--- src/trim_clamp_pkg.sv ---
// shared constants and types of the trim, clamp and coil diagnostic block
package trim_clamp_pkg;
   // register offsets
   localparam logic [7:0] CLAMP_OFS = 8'h08;
   localparam logic [7:0] DIAG_OFS  = 8'h09;
   localparam logic [7:0] CTRL_OFS  = 8'h0a;
   localparam logic [7:0] STAT_OFS  = 8'h0b;
   localparam logic [7:0] TRIM_OFS  = 8'h13;
   // field positions
   localparam int HI_LSB = 0;
   localparam int LO_LSB = 12;
   localparam int SENS_LSB = 0;
   localparam int QVO_LSB = 12;
   localparam int FREQ_LSB = 13;
   localparam int OV_BIT = 0;
   localparam int UV_BIT = 1;
   localparam int BIST_BIT = 2;
   localparam int SOR_BIT = 3;
   localparam int COIL_BIT = 4;
   localparam int MODE_BIT = 5;
   localparam int CBDIS_BIT = 6;
   localparam int CCDIS_BIT = 7;
   localparam int REQ_BIT = 0;
   localparam int STATE_LSB = 5;
   // reset values
   localparam logic [23:0] CLAMP_RST = 24'h000fff;
   localparam logic [23:0] TRIM_RST  = 24'h000000;
   localparam logic [23:0] DIAG_RST  = 24'h006000;
   // timing
   localparam int CLK_HZ   = 20_000_000;
   localparam int SWAP_HZ  = 128_000;
   localparam int OUT_HZ   = 16_000;
   localparam int CHECK_HZ = 8_000;
   localparam int ON_MS    = 16;
   localparam int OFF1_MS  = 16;
   localparam int OFF2_MS  = 4080;
   localparam int SWAP_CYC  = CLK_HZ / SWAP_HZ / 2;
   localparam int OUT_CYC   = CLK_HZ / OUT_HZ;
   localparam int CHECK_CYC = CLK_HZ / CHECK_HZ;
   localparam int ON_CYC    = CLK_HZ / 1000 * ON_MS;
   localparam int OFF1_CYC  = CLK_HZ / 1000 * OFF1_MS;
   localparam int OFF2_CYC  = CLK_HZ / 1000 * OFF2_MS;
   localparam logic [1:0] FREQ_OFF = 2'h3;

   typedef enum logic [1:0] {COIL_IDLE, COIL_ON, COIL_OFF} coil_state_t;
   typedef struct packed {
      logic        wr;
      logic        rd;
      logic [7:0]  addr;
      logic [23:0] wdata;
   } bus_req_t;
   typedef struct packed {
      logic        valid;
      logic        err;
      logic        hiz;
      logic [11:0] data;
   } enc_out_t;
endpackage

--- src/output_trim_clamp_diag.sv ---
// post-linearization trim, output clamp and coil self-test scheduler
//
// The address-and-strobe port was left to the implementer.
`timescale 1ns/10ps
module output_trim_clamp_diag
   import trim_clamp_pkg::*;
#(
   parameter int unsigned ON_CYCLES   = ON_CYC,
   parameter int unsigned OFF1_CYCLES = OFF1_CYC,
   parameter int unsigned OFF2_CYCLES = OFF2_CYC
) (
   // clock and reset
   input  wire logic               i_sys_clk,
   input  wire logic               i_rst,
   // register port
   input  wire bus_req_t           i_bus,
   output logic             [23:0] o_rd_data,
   // sample path
   input  wire logic signed [12:0] i_linearized_sample,
   output enc_out_t                o_out,
   // fault detectors
   input  wire logic               i_ov_det,
   input  wire logic               i_uv_det,
   input  wire logic               i_bist_err,
   input  wire logic               i_adc_over,
   // coil diagnostic analog path
   input  wire logic        [11:0] i_coil_resp,
   input  wire logic        [11:0] i_coil_ref,
   output logic                    o_coil_on,
   output logic                    o_diag_sel,
   output logic                    o_comp_en
);

   logic        [23:0] clamp_reg;
   logic        [23:0] trim_reg;
   logic        [23:0] diag_reg;
   logic        [4:0]  stat_reg;
   logic        [4:0]  stat_next;
   logic               req_reg;
   coil_state_t        coil_reg;
   logic        [31:0] coil_cnt_reg;
   logic        [15:0] out_cnt_reg;
   logic        [15:0] chk_cnt_reg;
   logic        [7:0]  swap_cnt_reg;
   logic signed [11:0] trimmed_sample_reg;

   // decoded fields
   logic signed [11:0] sens;
   logic signed [11:0] qvo;
   logic        [11:0] clamp_hi;
   logic        [11:0] clamp_lo;
   logic        [1:0]  coil_freq;
   assign sens      = trim_reg[SENS_LSB +: 12];
   assign qvo       = trim_reg[QVO_LSB +: 12];
   assign clamp_hi  = clamp_reg[HI_LSB +: 12];
   assign clamp_lo  = clamp_reg[LO_LSB +: 12];
   assign coil_freq = diag_reg[FREQ_LSB +: 2];

   function automatic logic hit(input bus_req_t b,
                                input logic [7:0] ofs);
      hit = b.wr && (b.addr == ofs);
   endfunction

   // register writes
   always_ff @(posedge i_sys_clk or posedge i_rst) begin
      if (i_rst) begin
         clamp_reg <= CLAMP_RST;
         trim_reg  <= TRIM_RST;
         diag_reg  <= DIAG_RST;
      end else begin
         if (hit(i_bus, CLAMP_OFS)) begin
            clamp_reg <= i_bus.wdata;
         end
         if (hit(i_bus, TRIM_OFS)) begin
            trim_reg <= i_bus.wdata;
         end
         if (hit(i_bus, DIAG_OFS)) begin
            diag_reg <= i_bus.wdata;
         end
      end
   end

   // self-test request, consumed when the coil starts
   always_ff @(posedge i_sys_clk or posedge i_rst) begin
      if (i_rst) begin
         req_reg <= 1'b0;
      end else if (hit(i_bus, CTRL_OFS) && i_bus.wdata[REQ_BIT]) begin
         req_reg <= 1'b1;
      end else if (coil_reg == COIL_ON) begin
         req_reg <= 1'b0;
      end
   end

   // register reads, data valid in the next cycle only
   always_ff @(posedge i_sys_clk or posedge i_rst) begin
      if (i_rst) begin
         o_rd_data <= 24'h000000;
      end else if (!i_bus.rd) begin
         o_rd_data <= 24'h000000;
      end else begin
         case (i_bus.addr)
            CLAMP_OFS: o_rd_data <= clamp_reg;
            TRIM_OFS:  o_rd_data <= trim_reg;
            DIAG_OFS:  o_rd_data <= diag_reg;
            CTRL_OFS:  o_rd_data <= {23'h000000, req_reg};
            STAT_OFS:  o_rd_data <= {17'h00000, coil_reg, stat_reg};
            default:   o_rd_data <= 24'h000000;
         endcase
      end
   end

   // trim stage
   logic signed [24:0] prod;
   logic signed [14:0] sum;
   logic signed [11:0] sat;
   always_comb begin
      prod = i_linearized_sample * sens;
      // a part-select is unsigned, so the product is re-signed first
      sum  = 15'(i_linearized_sample) + 15'($signed(prod[24:11]))
             + 15'(qvo);
      if (sum > 15'sd2047) begin
         sat = 12'sh7ff;
      end else if (sum < -15'sd2048) begin
         sat = 12'sh800;
      end else begin
         sat = sum[11:0];
      end
   end

   always_ff @(posedge i_sys_clk or posedge i_rst) begin
      if (i_rst) begin
         trimmed_sample_reg <= 12'sh000;
      end else begin
         trimmed_sample_reg <= sat;
      end
   end

   // clamp stage
   logic [11:0] unsigned_sample;
   logic [11:0] clamped_sample;
   logic        clamped;
   always_comb begin
      // adding 2048 to a 12-bit signed value only flips the sign bit
      unsigned_sample = {~trimmed_sample_reg[11],
                         trimmed_sample_reg[10:0]};
      clamped = 1'b1;
      if (unsigned_sample > clamp_hi) begin
         clamped_sample = clamp_hi;
      end else if (unsigned_sample < clamp_lo) begin
         clamped_sample = clamp_lo;
      end else begin
         clamped_sample = unsigned_sample;
         clamped = 1'b0;
      end
   end

   // timebases
   logic out_tick;
   logic chk_tick;
   assign out_tick = out_cnt_reg == 16'(OUT_CYC - 1);
   assign chk_tick = chk_cnt_reg == 16'(CHECK_CYC - 1);
   always_ff @(posedge i_sys_clk or posedge i_rst) begin
      if (i_rst) begin
         out_cnt_reg <= 16'h0000;
      end else begin
         out_cnt_reg <= out_tick ? 16'h0000 : out_cnt_reg + 16'h0001;
      end
   end
   always_ff @(posedge i_sys_clk or posedge i_rst) begin
      if (i_rst) begin
         chk_cnt_reg <= 16'h0000;
      end else begin
         chk_cnt_reg <= chk_tick ? 16'h0000 : chk_cnt_reg + 16'h0001;
      end
   end

   // coil scheduler
   logic [31:0] off_len;
   logic        on_done;
   always_comb begin
      case (coil_freq)
         2'h1:    off_len = 32'(OFF1_CYCLES);
         2'h2:    off_len = 32'(OFF2_CYCLES);
         default: off_len = 32'h00000000;
      endcase
   end
   assign on_done = coil_cnt_reg == 32'(ON_CYCLES - 1);

   always_ff @(posedge i_sys_clk or posedge i_rst) begin
      if (i_rst) begin
         coil_reg     <= COIL_IDLE;
         coil_cnt_reg <= 32'h00000000;
      end else begin
         coil_cnt_reg <= coil_cnt_reg + 32'h00000001;
         case (coil_reg)
            COIL_IDLE: begin
               coil_cnt_reg <= 32'h00000000;
               if (coil_freq != FREQ_OFF || req_reg) begin
                  coil_reg <= COIL_ON;
               end
            end
            COIL_ON: begin
               if (on_done) begin
                  coil_cnt_reg <= 32'h00000000;
                  if (coil_freq == FREQ_OFF) begin
                     coil_reg <= COIL_IDLE;
                  end else if (off_len != 32'h00000000) begin
                     coil_reg <= COIL_OFF;
                  end
               end
            end
            COIL_OFF: begin
               if (coil_freq == FREQ_OFF) begin
                  coil_reg <= COIL_IDLE;
               // off length 0 written mid-off must end the off-period now
               end else if (coil_cnt_reg + 32'h00000001 >= off_len) begin
                  coil_reg     <= COIL_ON;
                  coil_cnt_reg <= 32'h00000000;
               end
            end
            default: coil_reg <= COIL_IDLE;
         endcase
      end
   end

   // path time-sharing; only the diagnostic slot sees the coil field
   logic coil_active;
   assign coil_active = coil_reg == COIL_ON;
   always_ff @(posedge i_sys_clk or posedge i_rst) begin
      if (i_rst) begin
         swap_cnt_reg <= 8'h00;
         o_diag_sel   <= 1'b0;
      end else if (!coil_active) begin
         swap_cnt_reg <= 8'h00;
         o_diag_sel   <= 1'b0;
      end else if (swap_cnt_reg == 8'(SWAP_CYC - 1)) begin
         swap_cnt_reg <= 8'h00;
         o_diag_sel   <= ~o_diag_sel;
      end else begin
         swap_cnt_reg <= swap_cnt_reg + 8'h01;
      end
   end

   always_ff @(posedge i_sys_clk or posedge i_rst) begin
      if (i_rst) begin
         o_coil_on <= 1'b0;
         o_comp_en <= 1'b0;
      end else begin
         o_coil_on <= coil_active;
         o_comp_en <= coil_active && !diag_reg[CCDIS_BIT];
      end
   end

   // deviation check: |resp-ref| > ref/10, done as 10*|diff| > ref
   logic [12:0] dev;
   logic        dev_big;
   always_comb begin
      dev = (i_coil_resp > i_coil_ref) ? 13'(i_coil_resp - i_coil_ref)
                                       : 13'(i_coil_ref - i_coil_resp);
      dev_big = ({dev, 3'b000} + {2'b00, dev, 1'b0})
                > {4'h0, i_coil_ref};
   end

   // sticky faults, write one to clear; a new event wins over the clear
   logic [4:0] clr;
   logic [4:0] evt;
   always_comb begin
      clr = hit(i_bus, STAT_OFS) ? i_bus.wdata[4:0] : 5'h00;
      evt = '0;
      evt[OV_BIT]   = i_ov_det;
      evt[UV_BIT]   = i_uv_det;
      evt[BIST_BIT] = i_bist_err;
      evt[SOR_BIT]  = i_adc_over || (out_tick && clamped);
      evt[COIL_BIT] = chk_tick && coil_active && dev_big;
      stat_next = (stat_reg & ~clr) | evt;
   end
   always_ff @(posedge i_sys_clk or posedge i_rst) begin
      if (i_rst) begin
         stat_reg <= 5'h00;
      end else begin
         stat_reg <= stat_next;
      end
   end

   // error reporting
   logic [4:0] report_en;
   logic       err;
   always_comb begin
      report_en = diag_reg[4:0];
      if (diag_reg[CBDIS_BIT]) begin
         report_en[COIL_BIT] = 1'b0;
      end
      err = |(stat_reg & report_en);
   end

   always_ff @(posedge i_sys_clk or posedge i_rst) begin
      if (i_rst) begin
         o_out <= '0;
      end else begin
         o_out.valid <= out_tick;
         if (out_tick) begin
            o_out.data <= clamped_sample;
            o_out.err  <= err;
            o_out.hiz  <= err && diag_reg[MODE_BIT];
         end
      end
   end
endmodule

--- config.mk ---
export PLATFORM = sky130hd
export DESIGN_NAME = output_trim_clamp_diag
export DESIGN_NICKNAME = d
export VERILOG_FILES = /design/src/trim_clamp_pkg.sv /design/src/output_trim_clamp_diag.sv
export SDC_FILE = /design/constraint.sdc
export NUM_CORES = 1
export LEC_CHECK = 0
export ABC_AREA = 0
export BUFFER_PORTS_ARGS = -buffer_cell sky130_fd_sc_hd__buf_2
export CAP_MARGIN = 10
export CORE_UTILIZATION = 50
export DETAILED_ROUTE_END_ITERATION = 12
export GPL_TIMING_DRIVEN = 1
export PLACE_DENSITY = 0.7
export SLEW_MARGIN = 10
export SYNTH_ARGS = -nofsm -noshare
export SYNTH_HDL_FRONTEND = slang
export SYNTH_SLANG_ARGS = --single-unit
export TNS_END_PERCENT = 30
--- constraint.sdc ---
create_clock -name i_sys_clk -period 8.3 [get_ports i_sys_clk]
set_clock_uncertainty 0.15 [all_clocks]
set_input_delay 1.66 -clock i_sys_clk [delete_from_list [all_inputs] [get_ports i_sys_clk]]
set_output_delay 1.66 -clock i_sys_clk [all_outputs]
set_load 0.02 [all_outputs]
==> impl_metrics.toml <==
[run_status]
outcome = "finished with violations"
failed_checks = "negative setup slack"

[yosys]
syn_nets = 2244
synth_cell_types = 74
syn_inst = 1848
postSynthRegisterBits = 206
synth-seq-area-share = 0.286
synth_top_cell_area_share = 0.265
synth_most_common_cell = "inv_1"
synth-edff-count = 0
ys_warn_count = 0
synth_top_area_cell = "dfrtp_1"
synthArstFlopShare = 1.00
synth_flop_cell = "dfrtp_1"
synth_area_per_cell_sq_um = 9.80
syn_area_sq_um = 18100
synthTopCellsByArea = "dfrtp_1 27%, fa_1 18%, ha_1 11%"
yosys-top-cells-count = "273 x inv_1, 192 x dfrtp_1, 164 x fa_1, 163 x nand2_1, 155 x ha_1"

[clocking]
cts_buffers = 23
clk_path_buf_depth = 3
clk_pin_slew_worst_paths_ns = 0.06
cts_tree = "yes"
clock-root-buffer = "clkbuf_16"
clk-insertion-delay-late_ns = 0.50
clock-sinks = 206
cts_max_level = 1

[worst_setup_path]
cp.required_ns = 8.53
worst_path_max_delay_cell = "fa_1"
path_class = "primary input to flip-flop"
critPathCapture = "trimmed_sample_reg[7]"
critical_path.max_fanout = 7
cp-start-kind = "primary input"
end_kind = "flip-flop"
critPathMaxStageDelay_ns = 0.57
cp-startpoint = "i_linearized_sample[7]"
reg2reg_from = "trim_reg[6]"
timing.rr.end = "trimmed_sample_reg[7]"
critPathMostFrequentCell = "fa_1"
r2r_slack_ns = 0.20
cp.arrival_ns = 8.72
ff2ff_path_depth = 33

[global_routing]
grt-ovfl-total = 0
grt_pass1_wl_um = 74300
grt_pass1_vias = 14900
antenna_found_initial = 6
grt_max_degree = 132
grt_usage = 0.253

[place]
io_buffers = 118
gp_congestion = 0.882
placed_area_sq_um = 20100
pre_cts_slack_ns = -0.755
dp_hpwl_um = 35400

[power_and_ir_drop]
power_density_nw_per_um2 = 194
p_leak_nw = 10.7
power.total_mw = 4.16
peakVddDrop_mv = 0.181

[die]
dieArea_sq_um = 37000
core_sq_um = 35600
start_util = 0.509
die_w_um = 192
die_y_um = 192
row_count = 69
io_pins = 119

[timing]
finalMaxSlewViolations = 0
hold_viol_final = 0
rsz0062_at_grt = "yes"
tns_ns = -1.96
max-slew-margin-rel = 0.229
finalCriticalPeriod_ns = 8.49
worst_slew_pin_slew_ns = 1.15
fin_hold_ws_ns = 0.304
clock.fmax_mhz = 118
finalWorstSetupSlack_ns = -0.195
period_share = 1.02
setup_viol = 12

[finish]
final_area_sq_um = 21400
nNetsFinal = 2457
largest_reg_flops = 32
drive_above_1_share = 0.247
area_delta_synth_final_pct = 18.4

[detailed_routing]
drc = 0
dr.pass1.iters = 6
antenna_left = 0
avgViaCountPerCell = 5.51
drtIter0Drc = 713
wl_per_cell_um = 18.0
wirelength_um = 45600
via_count = 14000

[hold_path]
hp-class = "flip-flop to flip-flop"

[job]
maxCapViolCount = 0
[how the worst min path moves through the flow]
stage	start	end	slack, ns	depth (start not counted)
after floorplan	diag_reg[7]	o_comp_en	0.27	1
after global placement	diag_reg[7]	o_comp_en	0.29	1
after detailed placement	diag_reg[7]	o_comp_en	0.29	1
after CTS	diag_reg[7]	o_comp_en	0.30	1
after global routing	chk_cnt_reg[15]	chk_cnt_reg[15]	0.34	1
final	diag_reg[7]	o_comp_en	0.30	1
[worst max-delay path, delay by kind of cell]
family	cells	cell delay (ns)
adder cells (fa/ha/maj)	8	3.52
AO/OA/AOI/OAI	9	1.51
AND/OR/NAND/NOR	6	1.15
buffers and inverters	8	0.61
XOR/XNOR	2	0.27
[routing by layer]
layer	wire length, um	GRT usage	vias to the layer above
li1	-	-	6525
met1	18300	0.308	7012
met2	23400	0.458	360
met3	2200	0.0333	92
met4	1680	0.0893	8
met5	53	0	-
[cell usage in the layout, fill, tap and decap left out, drive strengths merged, types with 56 or more instances in the layout]
master  synthesis  final
fa            164    164
dfrtp         192    192
xnor2          70     70
o21ai          56     56
ha            155    155
nand2         163    163
inv           273    273
mux2           86     86
a21oi          61     61
buf             9    252
nor2          111    111
[where the power goes]
group	leakage [nW]	switching, mW	internal (mW)
combinational	7.56	0.984	0.915
sequential	2.70	0.0620	1.06
clock	0.423	0.409	0.723
[cell type report]
type	count	area [sq um]
timing repair buffer	252	1720
fill	2999	14100
clock inverter	13	230
multi-input combinational	1303	12100
antenna	2	5.00
inverter	275	1040
clock buffer	28	624
tap	461	577
sequential	206	5170
[per-stage QoR]
step | instances | utilization
2_1_floorplan | 1848 | -
3_3_place_gp | 2479 | 0.565
3_5_place_dp | 2479 | 0.565
4_1_cts | 2536 | 0.599
5_1_grt | 2540 | 0.603
6_report | 2540 | 0.603
[logic make-up (layout without fill, tap and decap cells)]
group | count (synthesis) | count (layout) | synth area share
xor+xnor | 113 | 113 | 0.0546
mux | 107 | 107 | 0.0651
fa+ha+maj | 319 | 319 | 0.288
other cells | 0 | 2 | 0
buf+inv | 339 | 568 | 0.0719
flops | 206 | 206 | 0.286
compound gates | 240 | 240 | 0.0891
simple gates | 524 | 524 | 0.145
[what timing repair did]
item	4_1_cts	5_1_grt
resized for setup	63	31
hold buffers	0	0
gates cloned	2	1
hold endpoints to repair	0	0
endpoints found under the setup margin	12	12
setup buffers	14	2
pin swaps	29	35
Power figures use the tool's default switching activity.
